**src/rtl/drt_pkg.sv**
```systemverilog
/*
 * Constants for the dual reload down timer: register addresses, field
 * positions, reset values and divider counts.
 * Assumes a nibble-wide register port driven by a 4-bit CPU core.
 */
package drt_pkg;

    localparam int ADDR_W = 16;
    localparam int DATA_W = 4;
    localparam int CNT_W = 8;
    localparam int NUM_CH = 2;

    // ************************************************************
    // Register addresses
    // ************************************************************
    localparam logic [ADDR_W-1:0] ADDR_MODE = 16'hFFC0;
    localparam logic [ADDR_W-1:0] ADDR_OUT_SRC = 16'hFFC1;
    localparam logic [NUM_CH-1:0][ADDR_W-1:0] ADDR_CH_CTRL = {16'hFFC3, 16'hFFC2};
    localparam logic [NUM_CH-1:0][ADDR_W-1:0] ADDR_RELOAD_LO = {16'hFFC6, 16'hFFC4};
    localparam logic [NUM_CH-1:0][ADDR_W-1:0] ADDR_RELOAD_HI = {16'hFFC7, 16'hFFC5};
    localparam logic [NUM_CH-1:0][ADDR_W-1:0] ADDR_COUNT_LO = {16'hFFCA, 16'hFFC8};
    localparam logic [NUM_CH-1:0][ADDR_W-1:0] ADDR_COUNT_HI = {16'hFFCB, 16'hFFC9};
    localparam logic [ADDR_W-1:0] ADDR_IRQ_EN = 16'hFFE2;
    localparam logic [ADDR_W-1:0] ADDR_FLAG = 16'hFFF2;

    // ************************************************************
    // Field positions
    // ************************************************************
    localparam int BIT_EDGE_POL = 0;
    localparam int BIT_NOISE_REJ = 1;
    localparam int BIT_EVENT_MODE = 2;
    localparam int BIT_SRC_SEL0 = 0;
    localparam int BIT_OUT_EN = 2;
    localparam int BIT_OUT_CH_SEL = 3;
    localparam int BIT_RUN = 0;
    localparam int BIT_PRESET = 1;
    localparam int BIT_DIV_LO = 2;
    localparam int BIT_DIV_HI = 3;

    // ************************************************************
    // Reset values
    // ************************************************************
    localparam logic [CNT_W-1:0] RST_COUNT = 8'h00;
    localparam logic [CNT_W-1:0] RST_RELOAD = 8'h00;
    localparam logic [DATA_W-1:0] RST_NIBBLE = 4'h0;

    // ************************************************************
    // Divider codes and terminal counts (divisor minus one)
    // ************************************************************
    localparam logic [1:0] DIV_BY_1 = 2'h0;
    localparam logic [1:0] DIV_BY_4 = 2'h1;
    localparam logic [1:0] DIV_BY_32 = 2'h2;
    localparam logic [CNT_W-1:0] TERM_DIV_4 = 8'h03;
    localparam logic [CNT_W-1:0] TERM_DIV_32 = 8'h1F;
    localparam logic [CNT_W-1:0] TERM_DIV_256 = 8'hFF;

    // ************************************************************
    // Noise rejector timing
    // ************************************************************
    localparam int LF_OSC_HZ = 32768;
    localparam int NR_CLK_HZ = 2048;
    localparam logic [3:0] NR_DIV_TERM = 4'(LF_OSC_HZ / NR_CLK_HZ - 1);
    localparam logic [1:0] NR_PASS_EDGES = 2'h2;

endpackage

```
**src/rtl/drt_prescaler.sv**
```systemverilog
/*
 * Per-channel prescaler: divides one-cycle source ticks by 1, 4, 32 or 256.
 * Assumes srcTick is a single-cycle pulse on sys_clk.
 */
module drt_prescaler
    import drt_pkg::*;
(
    // Clock and reset
    input wire logic sys_clk,
    input wire logic rst_b,
    // Control
    input wire logic run,
    input wire logic [1:0] divSel,
    input wire logic srcTick,
    // Divided tick
    output logic divTick
);
    typedef struct packed {
        logic [CNT_W-1:0] count;
        logic tick;
    } drt_psc_s;

    drt_psc_s state;
    drt_psc_s next_state;
    logic [CNT_W-1:0] term;

    always_comb begin
        next_state = state;
        next_state.tick = 1'b0;
        case (divSel)
            DIV_BY_1: term = RST_COUNT;
            DIV_BY_4: term = TERM_DIV_4;
            DIV_BY_32: term = TERM_DIV_32;
            default: term = TERM_DIV_256;
        endcase
        if (!run) begin
            next_state.count = RST_COUNT;
        end else if (srcTick) begin
            if (state.count >= term) begin
                next_state.count = RST_COUNT;
                next_state.tick = 1'b1;
            end else begin
                next_state.count = state.count + 8'h01;
            end
        end
    end

    always_ff @(posedge sys_clk or negedge rst_b) begin
        if (!rst_b) begin
            state <= '0;
        end else begin
            state <= next_state;
        end
    end

    assign divTick = state.tick;
endmodule

```
**src/rtl/drt_noise_filter.sv**
```systemverilog
/*
 * Chatter filter for the synchronised event level.
 * Assumes slowTick marks each falling edge of the 2,048 Hz reference.
 */
module drt_noise_filter
    import drt_pkg::*;
(
    // Clock and reset
    input wire logic sys_clk,
    input wire logic rst_b,
    // Filter input
    input wire logic enable,
    input wire logic slowTick,
    input wire logic levelIn,
    // Filtered level
    output logic levelOut
);
    typedef struct packed {
        logic level;
        logic [1:0] edges;
    } drt_nf_s;

    drt_nf_s state;
    drt_nf_s next_state;

    always_comb begin
        next_state = state;
        if (!enable || levelIn == state.level) begin
            next_state.level = levelIn;
            next_state.edges = 2'h0;
        end else if (slowTick) begin
            // A change must survive two reference edges before it counts
            if (state.edges + 2'h1 >= NR_PASS_EDGES) begin
                next_state.level = levelIn;
                next_state.edges = 2'h0;
            end else begin
                next_state.edges = state.edges + 2'h1;
            end
        end
    end

    always_ff @(posedge sys_clk or negedge rst_b) begin
        if (!rst_b) begin
            state <= '0;
        end else begin
            state <= next_state;
        end
    end

    assign levelOut = state.level;
endmodule

```
**src/rtl/drt_top.sv**
```systemverilog
/*
 * Dual reload down timer: two 8-bit reloading down-counters with
 * prescalers, an event-counting mode on channel 0, underflow flags,
 * a toggled pulse output and a serial bit clock.
 * Assumes both oscillators and the event pin are asynchronous to sys_clk
 * and toggle well below half its rate; the register port is nibble wide.
 */
// Added by the designer: the address-and-strobe port and the register addresses.
module drt_top
    import drt_pkg::*;
(
    // Clock and reset
    input wire logic sys_clk,
    input wire logic rst_b,
    // Register port
    input wire logic [ADDR_W-1:0] regAddr,
    input wire logic [DATA_W-1:0] regWrData,
    input wire logic regWr,
    input wire logic regRd,
    output logic [DATA_W-1:0] regRdData,
    // Oscillators and event pin
    input wire logic lowFreqOsc,
    input wire logic highFreqOsc,
    input wire logic eventInputPin,
    // Outputs
    output logic togglePulseOut,
    output logic serialBitClk,
    output logic ch0IrqReq,
    output logic ch1IrqReq
);
    // ************************************************************
    // State
    // ************************************************************
    typedef struct packed {
        logic lfSync1;
        logic lfSync2;
        logic lfPrev;
        logic hfSync1;
        logic hfSync2;
        logic hfPrev;
        logic evSync1;
        logic evSync2;
        logic evPrev;
        logic lfTick;
        logic hfTick;
        logic [3:0] nrDiv;
        logic nrTick;
        logic ch0EventMode;
        logic noiseRejectEnable;
        logic eventEdgePolarity;
        logic pulseOutChannelSel;
        logic pulseOutEnable;
        logic [NUM_CH-1:0] srcSel;
        logic [NUM_CH-1:0][1:0] divSel;
        logic [NUM_CH-1:0] run;
        logic [NUM_CH-1:0][CNT_W-1:0] reload;
        logic [NUM_CH-1:0][CNT_W-1:0] count;
        logic [NUM_CH-1:0][DATA_W-1:0] heldHigh;
        logic [NUM_CH-1:0] heldValid;
        logic [NUM_CH-1:0] underflowFlag;
        logic [NUM_CH-1:0] irqEnable;
        logic toggleLevel;
        logic serialLevel;
        logic togglePulseOut;
        logic serialBitClk;
        logic [NUM_CH-1:0] irqReq;
        logic [DATA_W-1:0] rdData;
    } drt_top_s;

    drt_top_s state;
    drt_top_s next_state;

    logic [NUM_CH-1:0] pscTick;
    logic [NUM_CH-1:0] pscRun;
    logic [NUM_CH-1:0] countTick;
    logic [NUM_CH-1:0] underflow;
    logic evFiltered;
    logic eventEdge;
    logic selUnderflow;

    // ************************************************************
    // Prescalers, one per channel
    // ************************************************************
    genvar ch;
    generate
        for (ch = 0; ch < NUM_CH; ch++) begin : gen_psc
            drt_prescaler u_psc (
                .sys_clk(sys_clk),
                .rst_b(rst_b),
                // Event mode leaves channel 0's divider idle
                .run(pscRun[ch]),
                .divSel(state.divSel[ch]),
                .srcTick(state.srcSel[ch] ? state.hfTick : state.lfTick),
                .divTick(pscTick[ch])
            );
        end
    endgenerate

    assign pscRun[0] = state.run[0] && !state.ch0EventMode;
    assign pscRun[1] = state.run[1];

    // ************************************************************
    // Event pin filter
    // ************************************************************
    drt_noise_filter u_nf (
        .sys_clk(sys_clk),
        .rst_b(rst_b),
        .enable(state.noiseRejectEnable),
        .slowTick(state.nrTick),
        .levelIn(state.evSync2),
        .levelOut(evFiltered)
    );

    // ************************************************************
    // Count clocks and underflow
    // ************************************************************
    always_comb begin
        // Polarity 0 counts high-to-low, 1 counts low-to-high
        if (state.eventEdgePolarity) begin
            eventEdge = evFiltered && !state.evPrev;
        end else begin
            eventEdge = !evFiltered && state.evPrev;
        end
        // Channel 0 picks its count source by mode; channel 1 never counts events
        countTick[0] = state.ch0EventMode ? (state.run[0] && eventEdge)
                                          : pscTick[0];
        countTick[1] = pscTick[1];
        for (int i = 0; i < NUM_CH; i++) begin
            // Gate the count clock with the run bit only
            countTick[i] = countTick[i] && state.run[i];
            underflow[i] = countTick[i] && (state.count[i] == RST_COUNT);
        end
        selUnderflow = state.pulseOutChannelSel ? underflow[1] : underflow[0];
    end

    // ************************************************************
    // Next-state logic
    // ************************************************************
    always_comb begin
        next_state = state;

        // Two flops on every asynchronous input before use
        next_state.lfSync1 = lowFreqOsc;
        next_state.lfSync2 = state.lfSync1;
        next_state.lfPrev = state.lfSync2;
        next_state.hfSync1 = highFreqOsc;
        next_state.hfSync2 = state.hfSync1;
        next_state.hfPrev = state.hfSync2;
        next_state.evSync1 = eventInputPin;
        next_state.evSync2 = state.evSync1;
        next_state.evPrev = evFiltered;
        next_state.lfTick = state.lfSync2 && !state.lfPrev;
        next_state.hfTick = state.hfSync2 && !state.hfPrev;

        // 2,048 Hz reference from the low-frequency oscillator
        next_state.nrTick = 1'b0;
        if (state.lfTick) begin
            if (state.nrDiv == NR_DIV_TERM) begin
                next_state.nrDiv = 4'h0;
                next_state.nrTick = 1'b1;
            end else begin
                next_state.nrDiv = state.nrDiv + 4'h1;
            end
        end

        // Counters
        for (int i = 0; i < NUM_CH; i++) begin
            if (underflow[i]) begin
                next_state.count[i] = state.reload[i];
            end else if (countTick[i]) begin
                next_state.count[i] = state.count[i] - 8'h01;
            end
        end

        // Register writes
        if (regWr) begin
            if (regAddr == ADDR_MODE) begin
                next_state.ch0EventMode = regWrData[BIT_EVENT_MODE];
                next_state.noiseRejectEnable = regWrData[BIT_NOISE_REJ];
                next_state.eventEdgePolarity = regWrData[BIT_EDGE_POL];
            end
            if (regAddr == ADDR_OUT_SRC) begin
                next_state.pulseOutChannelSel = regWrData[BIT_OUT_CH_SEL];
                next_state.pulseOutEnable = regWrData[BIT_OUT_EN];
                next_state.srcSel = regWrData[BIT_SRC_SEL0 +: NUM_CH];
            end
            if (regAddr == ADDR_IRQ_EN) begin
                next_state.irqEnable = regWrData[NUM_CH-1:0];
            end
            for (int i = 0; i < NUM_CH; i++) begin
                if (regAddr == ADDR_CH_CTRL[i]) begin
                    next_state.divSel[i] = regWrData[BIT_DIV_HI:BIT_DIV_LO];
                    next_state.run[i] = regWrData[BIT_RUN];
                    // Preset beats a same-cycle count or reload
                    if (regWrData[BIT_PRESET]) begin
                        next_state.count[i] = state.reload[i];
                    end
                end
                if (regAddr == ADDR_RELOAD_LO[i]) begin
                    next_state.reload[i][3:0] = regWrData;
                end
                if (regAddr == ADDR_RELOAD_HI[i]) begin
                    next_state.reload[i][7:4] = regWrData;
                end
            end
        end

        // Underflow flags: a new underflow wins over a same-cycle clear
        for (int i = 0; i < NUM_CH; i++) begin
            if (regWr && regAddr == ADDR_FLAG && regWrData[i]) begin
                next_state.underflowFlag[i] = 1'b0;
            end
            if (underflow[i]) begin
                next_state.underflowFlag[i] = 1'b1;
            end
            next_state.irqReq[i] = next_state.underflowFlag[i] && state.irqEnable[i];
        end

        // Pulse output and serial clock run at half the underflow rate
        if (selUnderflow) begin
            next_state.toggleLevel = !state.toggleLevel;
        end
        if (underflow[1]) begin
            next_state.serialLevel = !state.serialLevel;
        end
        // Output idles high while disabled
        next_state.togglePulseOut = !next_state.pulseOutEnable || next_state.toggleLevel;
        next_state.serialBitClk = next_state.serialLevel;

        // Register reads: data stands only in the cycle after the strobe
        next_state.rdData = RST_NIBBLE;
        if (regRd) begin
            case (regAddr)
                ADDR_MODE: begin
                    next_state.rdData = {1'b0, state.ch0EventMode,
                                         state.noiseRejectEnable, state.eventEdgePolarity};
                end
                ADDR_OUT_SRC: begin
                    next_state.rdData = {state.pulseOutChannelSel, state.pulseOutEnable,
                                         state.srcSel};
                end
                ADDR_IRQ_EN: begin
                    next_state.rdData = {2'b00, state.irqEnable};
                end
                ADDR_FLAG: begin
                    next_state.rdData = {2'b00, state.underflowFlag};
                end
                default: begin
                    next_state.rdData = RST_NIBBLE;
                end
            endcase
            for (int i = 0; i < NUM_CH; i++) begin
                if (regAddr == ADDR_CH_CTRL[i]) begin
                    // Preset strobe always reads back as zero
                    next_state.rdData = {state.divSel[i], 1'b0, state.run[i]};
                end
                if (regAddr == ADDR_RELOAD_LO[i]) begin
                    next_state.rdData = state.reload[i][3:0];
                end
                if (regAddr == ADDR_RELOAD_HI[i]) begin
                    next_state.rdData = state.reload[i][7:4];
                end
                if (regAddr == ADDR_COUNT_LO[i]) begin
                    next_state.rdData = state.count[i][3:0];
                    // Freeze the upper half so a borrow cannot tear the pair
                    next_state.heldHigh[i] = state.count[i][7:4];
                    next_state.heldValid[i] = 1'b1;
                end
                if (regAddr == ADDR_COUNT_HI[i]) begin
                    next_state.rdData = state.heldValid[i] ? state.heldHigh[i]
                                                           : state.count[i][7:4];
                    next_state.heldValid[i] = 1'b0;
                end
            end
        end
    end

    // ************************************************************
    // State register
    // ************************************************************
    always_ff @(posedge sys_clk or negedge rst_b) begin
        if (!rst_b) begin
            state <= '0;
            state.togglePulseOut <= 1'b1;
        end else begin
            state <= next_state;
        end
    end

    assign regRdData = state.rdData;
    assign togglePulseOut = state.togglePulseOut;
    assign serialBitClk = state.serialBitClk;
    assign ch0IrqReq = state.irqReq[0];
    assign ch1IrqReq = state.irqReq[1];
endmodule

```
**config.mk**
```make
export PLATFORM = sky130hd
export DESIGN_NAME = drt_top
export DESIGN_NICKNAME = d
export VERILOG_FILES = /design/src/rtl/drt_pkg.sv /design/src/rtl/drt_prescaler.sv /design/src/rtl/drt_noise_filter.sv /design/src/rtl/drt_top.sv
export SDC_FILE = /design/constraint.sdc
export NUM_CORES = 1
export LEC_CHECK = 0
export ABC_CLOCK_PERIOD_IN_PS = 2300
export BUFFER_PORTS_ARGS = -buffer_cell sky130_fd_sc_hd__buf_2
export CAP_MARGIN = 30
export CORE_ASPECT_RATIO = 0.7
export CORE_MARGIN = 4
export CORE_UTILIZATION = 24
export DETAILED_ROUTE_END_ITERATION = 10
export SLEW_MARGIN = 30
export SYNTH_ARGS = -nofsm -noshare
export SYNTH_HDL_FRONTEND = slang
export SYNTH_HIERARCHICAL = 1
export SYNTH_SLANG_ARGS = --single-unit
```
**constraint.sdc**
```tcl
create_clock -name sys_clk -period 2.3 [get_ports sys_clk]
set_clock_uncertainty 0.2 [all_clocks]
set_input_delay 0.23 -clock sys_clk [delete_from_list [all_inputs] [get_ports sys_clk]]
set_output_delay 0.23 -clock sys_clk [all_outputs]
set_load 0.1 [all_outputs]
```
Word level (Yosys, flattened, before mapping)
Cells that the tools add are included.
{"block": "totals", "reg_bits": 105, "input_bits": 27, "output_inout_bits": 8, "word_cells": 190}
{"block": "op_classes", "add_sub_neg": 6, "magnitude_cmp": 3, "eq_ne": 22, "muxes": 65, "n_reduce_logical": 48}
{"operator": "16-bit equality test, second input constant", "n": 14}
{"operator": "8-bit 2-to-1 mux", "n": 12}
{"operator": "4-bit 2-to-1 mux", "n": 18}
{"operator": "8-bit one-hot mux with 3 select lines", "n": 2}
{"operator": "41-bit 2-to-1 mux", "n": 1}
{"operator": "2-bit AND reduction", "n": 14}
{"operator": "1-bit 2-to-1 mux", "n": 23}
{"operator": "9-bit 2-to-1 mux", "n": 2}
{"operator": "8-bit by 1-bit adder with 8-bit output, second input constant", "n": 2}
{"operator": "8-bit >= comparator", "n": 2}
{"operator": "8-bit logical NOT", "n": 2}
{"operator": "4-bit one-hot mux with 4 select lines", "n": 1}
{"operator": "8-bit by 1-bit subtractor with 8-bit output, second input constant", "n": 2}
{"operator": "1-bit logical AND", "n": 15}
{"operator": "1-bit logical NOT", "n": 9}
{"operator": "3-bit 2-to-1 mux", "n": 3}
{"operator": "2-bit nonzero test", "n": 4}
{"operator": "2-bit 2-to-1 mux", "n": 3}
{"operator": "4-bit by 1-bit adder with 4-bit output, second input constant", "n": 1}
{"operator": "2-bit by 1-bit equality test with 1-bit output, second input constant", "n": 2}
{"operator": "2-bit equality test, second input constant", "n": 2}
{"operator": "4-bit equality test, second input constant", "n": 1}
{"operator": "2-bit logical NOT", "n": 2}
{"operator": "2-bit by 1-bit adder with 2-bit output, second input constant", "n": 1}
{"operator": "5 further kinds", "n": 6}

Depth between registers and ports, before layout
{"block": "logic_depth", "ltp_word": 13, "ltp_mapped": 8, "ltp_nobuf": 7}

Cells and area by module
Netlist, hierarchy kept.
{"module": "drt_top", "n_inst": 1, "cells_per_inst": 401, "area_per_inst_um2": 4314.1, "seq_area_each_um2": 2103.3}
{"module": "drt_prescaler", "n_inst": 2, "cells_per_inst": 83, "area_per_inst_um2": 780.7, "seq_area_each_um2": 225.2}
{"module": "drt_noise_filter", "n_inst": 1, "cells_per_inst": 12, "area_per_inst_um2": 155.1, "seq_area_each_um2": 75.1}

Worst setup path after synthesis
No wires, ideal clock.
{"block": "synth_path", "kind": "reg-to-reg", "startpoint": "register, netlist name state[29]", "endpoint": "register, netlist name state[24]", "setup_time_ps": 125, "arrival_ps": 1911, "t_required_ps": 1975, "slack_ps": 64, "stages_incl_launch_ff": 5, "path_buffers": 0, "period_less_slack_ps": 2236, "cell_sequence": "dfrtp_1 or4_1 or3_1 o22ai_4 mux2_2"}

==> results.yml <==
sta:
  tightest_slew_ns: 0.619
  slew_headroom: 0.587
  max_freq_mhz: 442
  final.min_clock_period_ns: 2.26
  finalMaxSlewViolations: 0
  hold_viol_final: 0
  hold_slack_ns: 0.0721
  min_period_over_period: 0.984
  finalSetupViolations: 0
  rsz0062_at_grt: "true"
worst_setup_path:
  cp_top_family: "simple AND/OR/NAND/NOR gates"
  cpPeakStageDelay_ns: 0.53
  arrival_ns: 2.30
  path_cells: "or4_4, or3_4, o22ai_4, mux2_2"
  critical_path_buf_inv_count: 0
  critPathKind: "reg2reg"
  crit_path_start_kind: "flop"
  cp_max_fo: 7
  endpoint_kind: "flop"
  cpMaxStageDelayCell: "or4_4"
  crit_required_ns: 2.34
route:
  viasPerCell: 5.04
  antenna_left: 0
  post-route-drc-count: 0
  vias: 4915
  drt_iter0_drc: 367
  wl_per_cell_um: 16.2
  wl_mm: 15.8
  drt_first_pass_iters: 6
cells_and_area:
  drive_above_1_share: 0.278
  design_area_um2: 7320
  fillCellCount: 2528
  final_nets: 688
  syn_to_final_growth_pct: 21.3
  antenna_cells: 0
  final_cells: 975
power:
  p_leak_nw: 3.15
  p_per_area_nw_per_um2: 522
  p_total_mw: 3.82
  vdd_drop_max_v: 0.000386
logic_synthesis:
  syn_inst: 579
  yosys.area.top_type: "dfrtp_1"
  yosysSeqAreaShare: 0.436
  synth.distinct_cells: 69
  synth.area.top_cells: "dfrtp_1 43%, mux2_2 9.7%, ha_1 3.3%, nand3b_1 3.0%, nand2_1 2.2%"
  async_flop_share: 1.00
  synth-edff-count: 0
  synth_top_area_share: 0.432
  syn-num-nets: 622
  ys_ff_latch: 105
  yosysWarnings: 6
  synthFlopType: "dfrtp_1"
  syn-cell-area_um2: 6030
  synth.avg_cell_area_um2: 10.4
hold_path:
  hp-class: "in2reg"
global_route:
  grt_pass1_wl_mm: 25.8
  grt_max_degree: 106
  antenna_found_initial: 0
  grtUsageTotal: 0.115
  globalRouteOverflowTotal: 0
  grt_pass1_vias: 4704
cts:
  cts_tree: "built"
  insertion_delay_ns: 0.35
  path_clk_slew_ns: 0.07
  numCtsBuffers: 9
  cts_sinks: 105
  htreeDepth: 3
  root_buffer: "clkbuf_16"
  clockBufferDepth: 2
placed_design:
  portBuffers: 34
  dp.cells: 952
  dpl_cell_area_um2: 6830
  dpl.hpwl_mm: 11.4
  gp_congestion: 0.902
status:
  outcome: "completed"
floorplanning:
  die_area_um2: 27800
  die_y_um: 141
  core_region_area_um2: 24700
  io_pins: 35
  die_w_um: 197
  start_util: 0.244
  rows: 48
job:
  cap_violations: 0
## per-layer routing
metal  up-vias  GRT usage  wire, um
li1       2312          -         -
met1      2419      0.186      8390
met2       173      0.144      6020
met3        11     0.0385      1300
met4         0     0.0215       107
met5         -          0         0
## area by class of cell
class | instances | area [um2] | area share
multi-input combinational | 424 | 3310 | 0.452
sequential | 105 | 2630 | 0.359
timing repair buffer | 84 | 593 | 0.0811
tap | 325 | 407 | 0.0556
clock buffer | 14 | 264 | 0.0361
inverter | 21 | 78.8 | 0.0108
clock inverter | 2 | 37.5 | 0.00513
## power by group
group	total (mW)	leakage [nW]	internal (mW)	switching [mW]
registers	1.94	1.38	1.89	0.0421
logic	0.297	1.63	0.122	0.175
clock network	1.58	0.143	0.906	0.678
total	3.82	3.15	2.92	0.895
## logic make-up after synthesis
kind of cell,count (synthesis),synth area share
AOI/OAI and AO/OA,115,0.149
xor gates and xnor gates,18,0.0261
adders and majority gates,16,0.0332
buffers and inverters,51,0.0353
DFF,105,0.436
muxes,65,0.119
and+or+nand+nor,209,0.201
## per-stage QoR
step | util | setup TNS (ns) | setup slack, ns
floorplan | - | 0 | 0.0640
global placement | 0.277 | 0 | 0.0278
detailed placement | 0.277 | 0 | 0.0284
CTS | 0.291 | 0 | 0.0268
global route | 0.296 | -0.0840 | -0.0140
finish | 0.296 | 0 | 0.0362
## cell usage after synthesis (3+ instances only)
cell type	count
and4_1	3
a31oi_1	5
a41oi_1	3
mux2i_1	12
o31ai_1	5
inv_1	21
o211ai_1	9
xnor2_1	11
clkbuf_1	22
nand4_1	14
nand2_1	35
dfrtp_1	104
a21o_1	3
nor4_1	5
nand3b_1	24
and3_1	10
nor2_1	30
xor2_1	7
buf_4	5
nand2b_1	7
and2_1	6
nand3_1	24
o221ai_1	4
mux2_2	52
ha_1	16
o2111ai_1	12
nor3_1	10
nor2b_1	15
o21ai_0	17
or2_2	3
a21oi_1	18
o311ai_1	12
a211o_1	3
o21ba_1	4
nand4b_1	3
## flip-flops by register name, indices dropped and copies added (netlist names), 2 cells and up
name                   flops
next_state                 5
regRdData                  4
state                     70
gen_psc.u_psc/state       16
u_nf/state                 2
gen_psc.u_psc/divTick      2
## final timing paths
path	startpoint	to	slack, ns	depth (start not counted)
setup / recovery	state[29]	state[28]	0.04	4
setup reg to reg	state[29]	state[28]	0.04	4
max in group asynchronous	rst_b	gen_psc[0].u_psc/state[7]	1.14	3
hold reg to reg	next_state[80]	next_state[79]	0.15	0
min in group asynchronous	rst_b	state[19]	0.26	3
hold / removal	regWrData[3]	state[43]	0.07	2
## what timing repair did
| action | 4_1_cts | 5_1_grt |
|---|---|---|
| endpoints found under the setup margin | 0 | 28 |
| gates resized for setup | 0 | 21 |
| hold endpoints to repair | 109 | 0 |
| setup buffers | 0 | 1 |
| hold buffers | 5 | 0 |
## layout by cell type (no fill, tap or decap), drive strengths merged, types with 7 or more instances in the layout
master   netlist  final
nor2          32     33
o211ai         9      9
nand4         14     14
mux2          53     53
nor3          11     11
inv           21     21
nand3b        24     24
and3          10     10
xnor2         11     11
nand2         36     36
clkbuf        22     14
ha            16     16
nand3         26     26
dfrtp        104    104
buf            8     79
nor2b         15     15
mux2i         12     12
o21ai         17     17
o2111ai       12     12
o311ai        14     14
a21oi         18     18
xor2           7      7
nand2b         7      7
No activity file was read; power rests on OpenSTA's default activity.
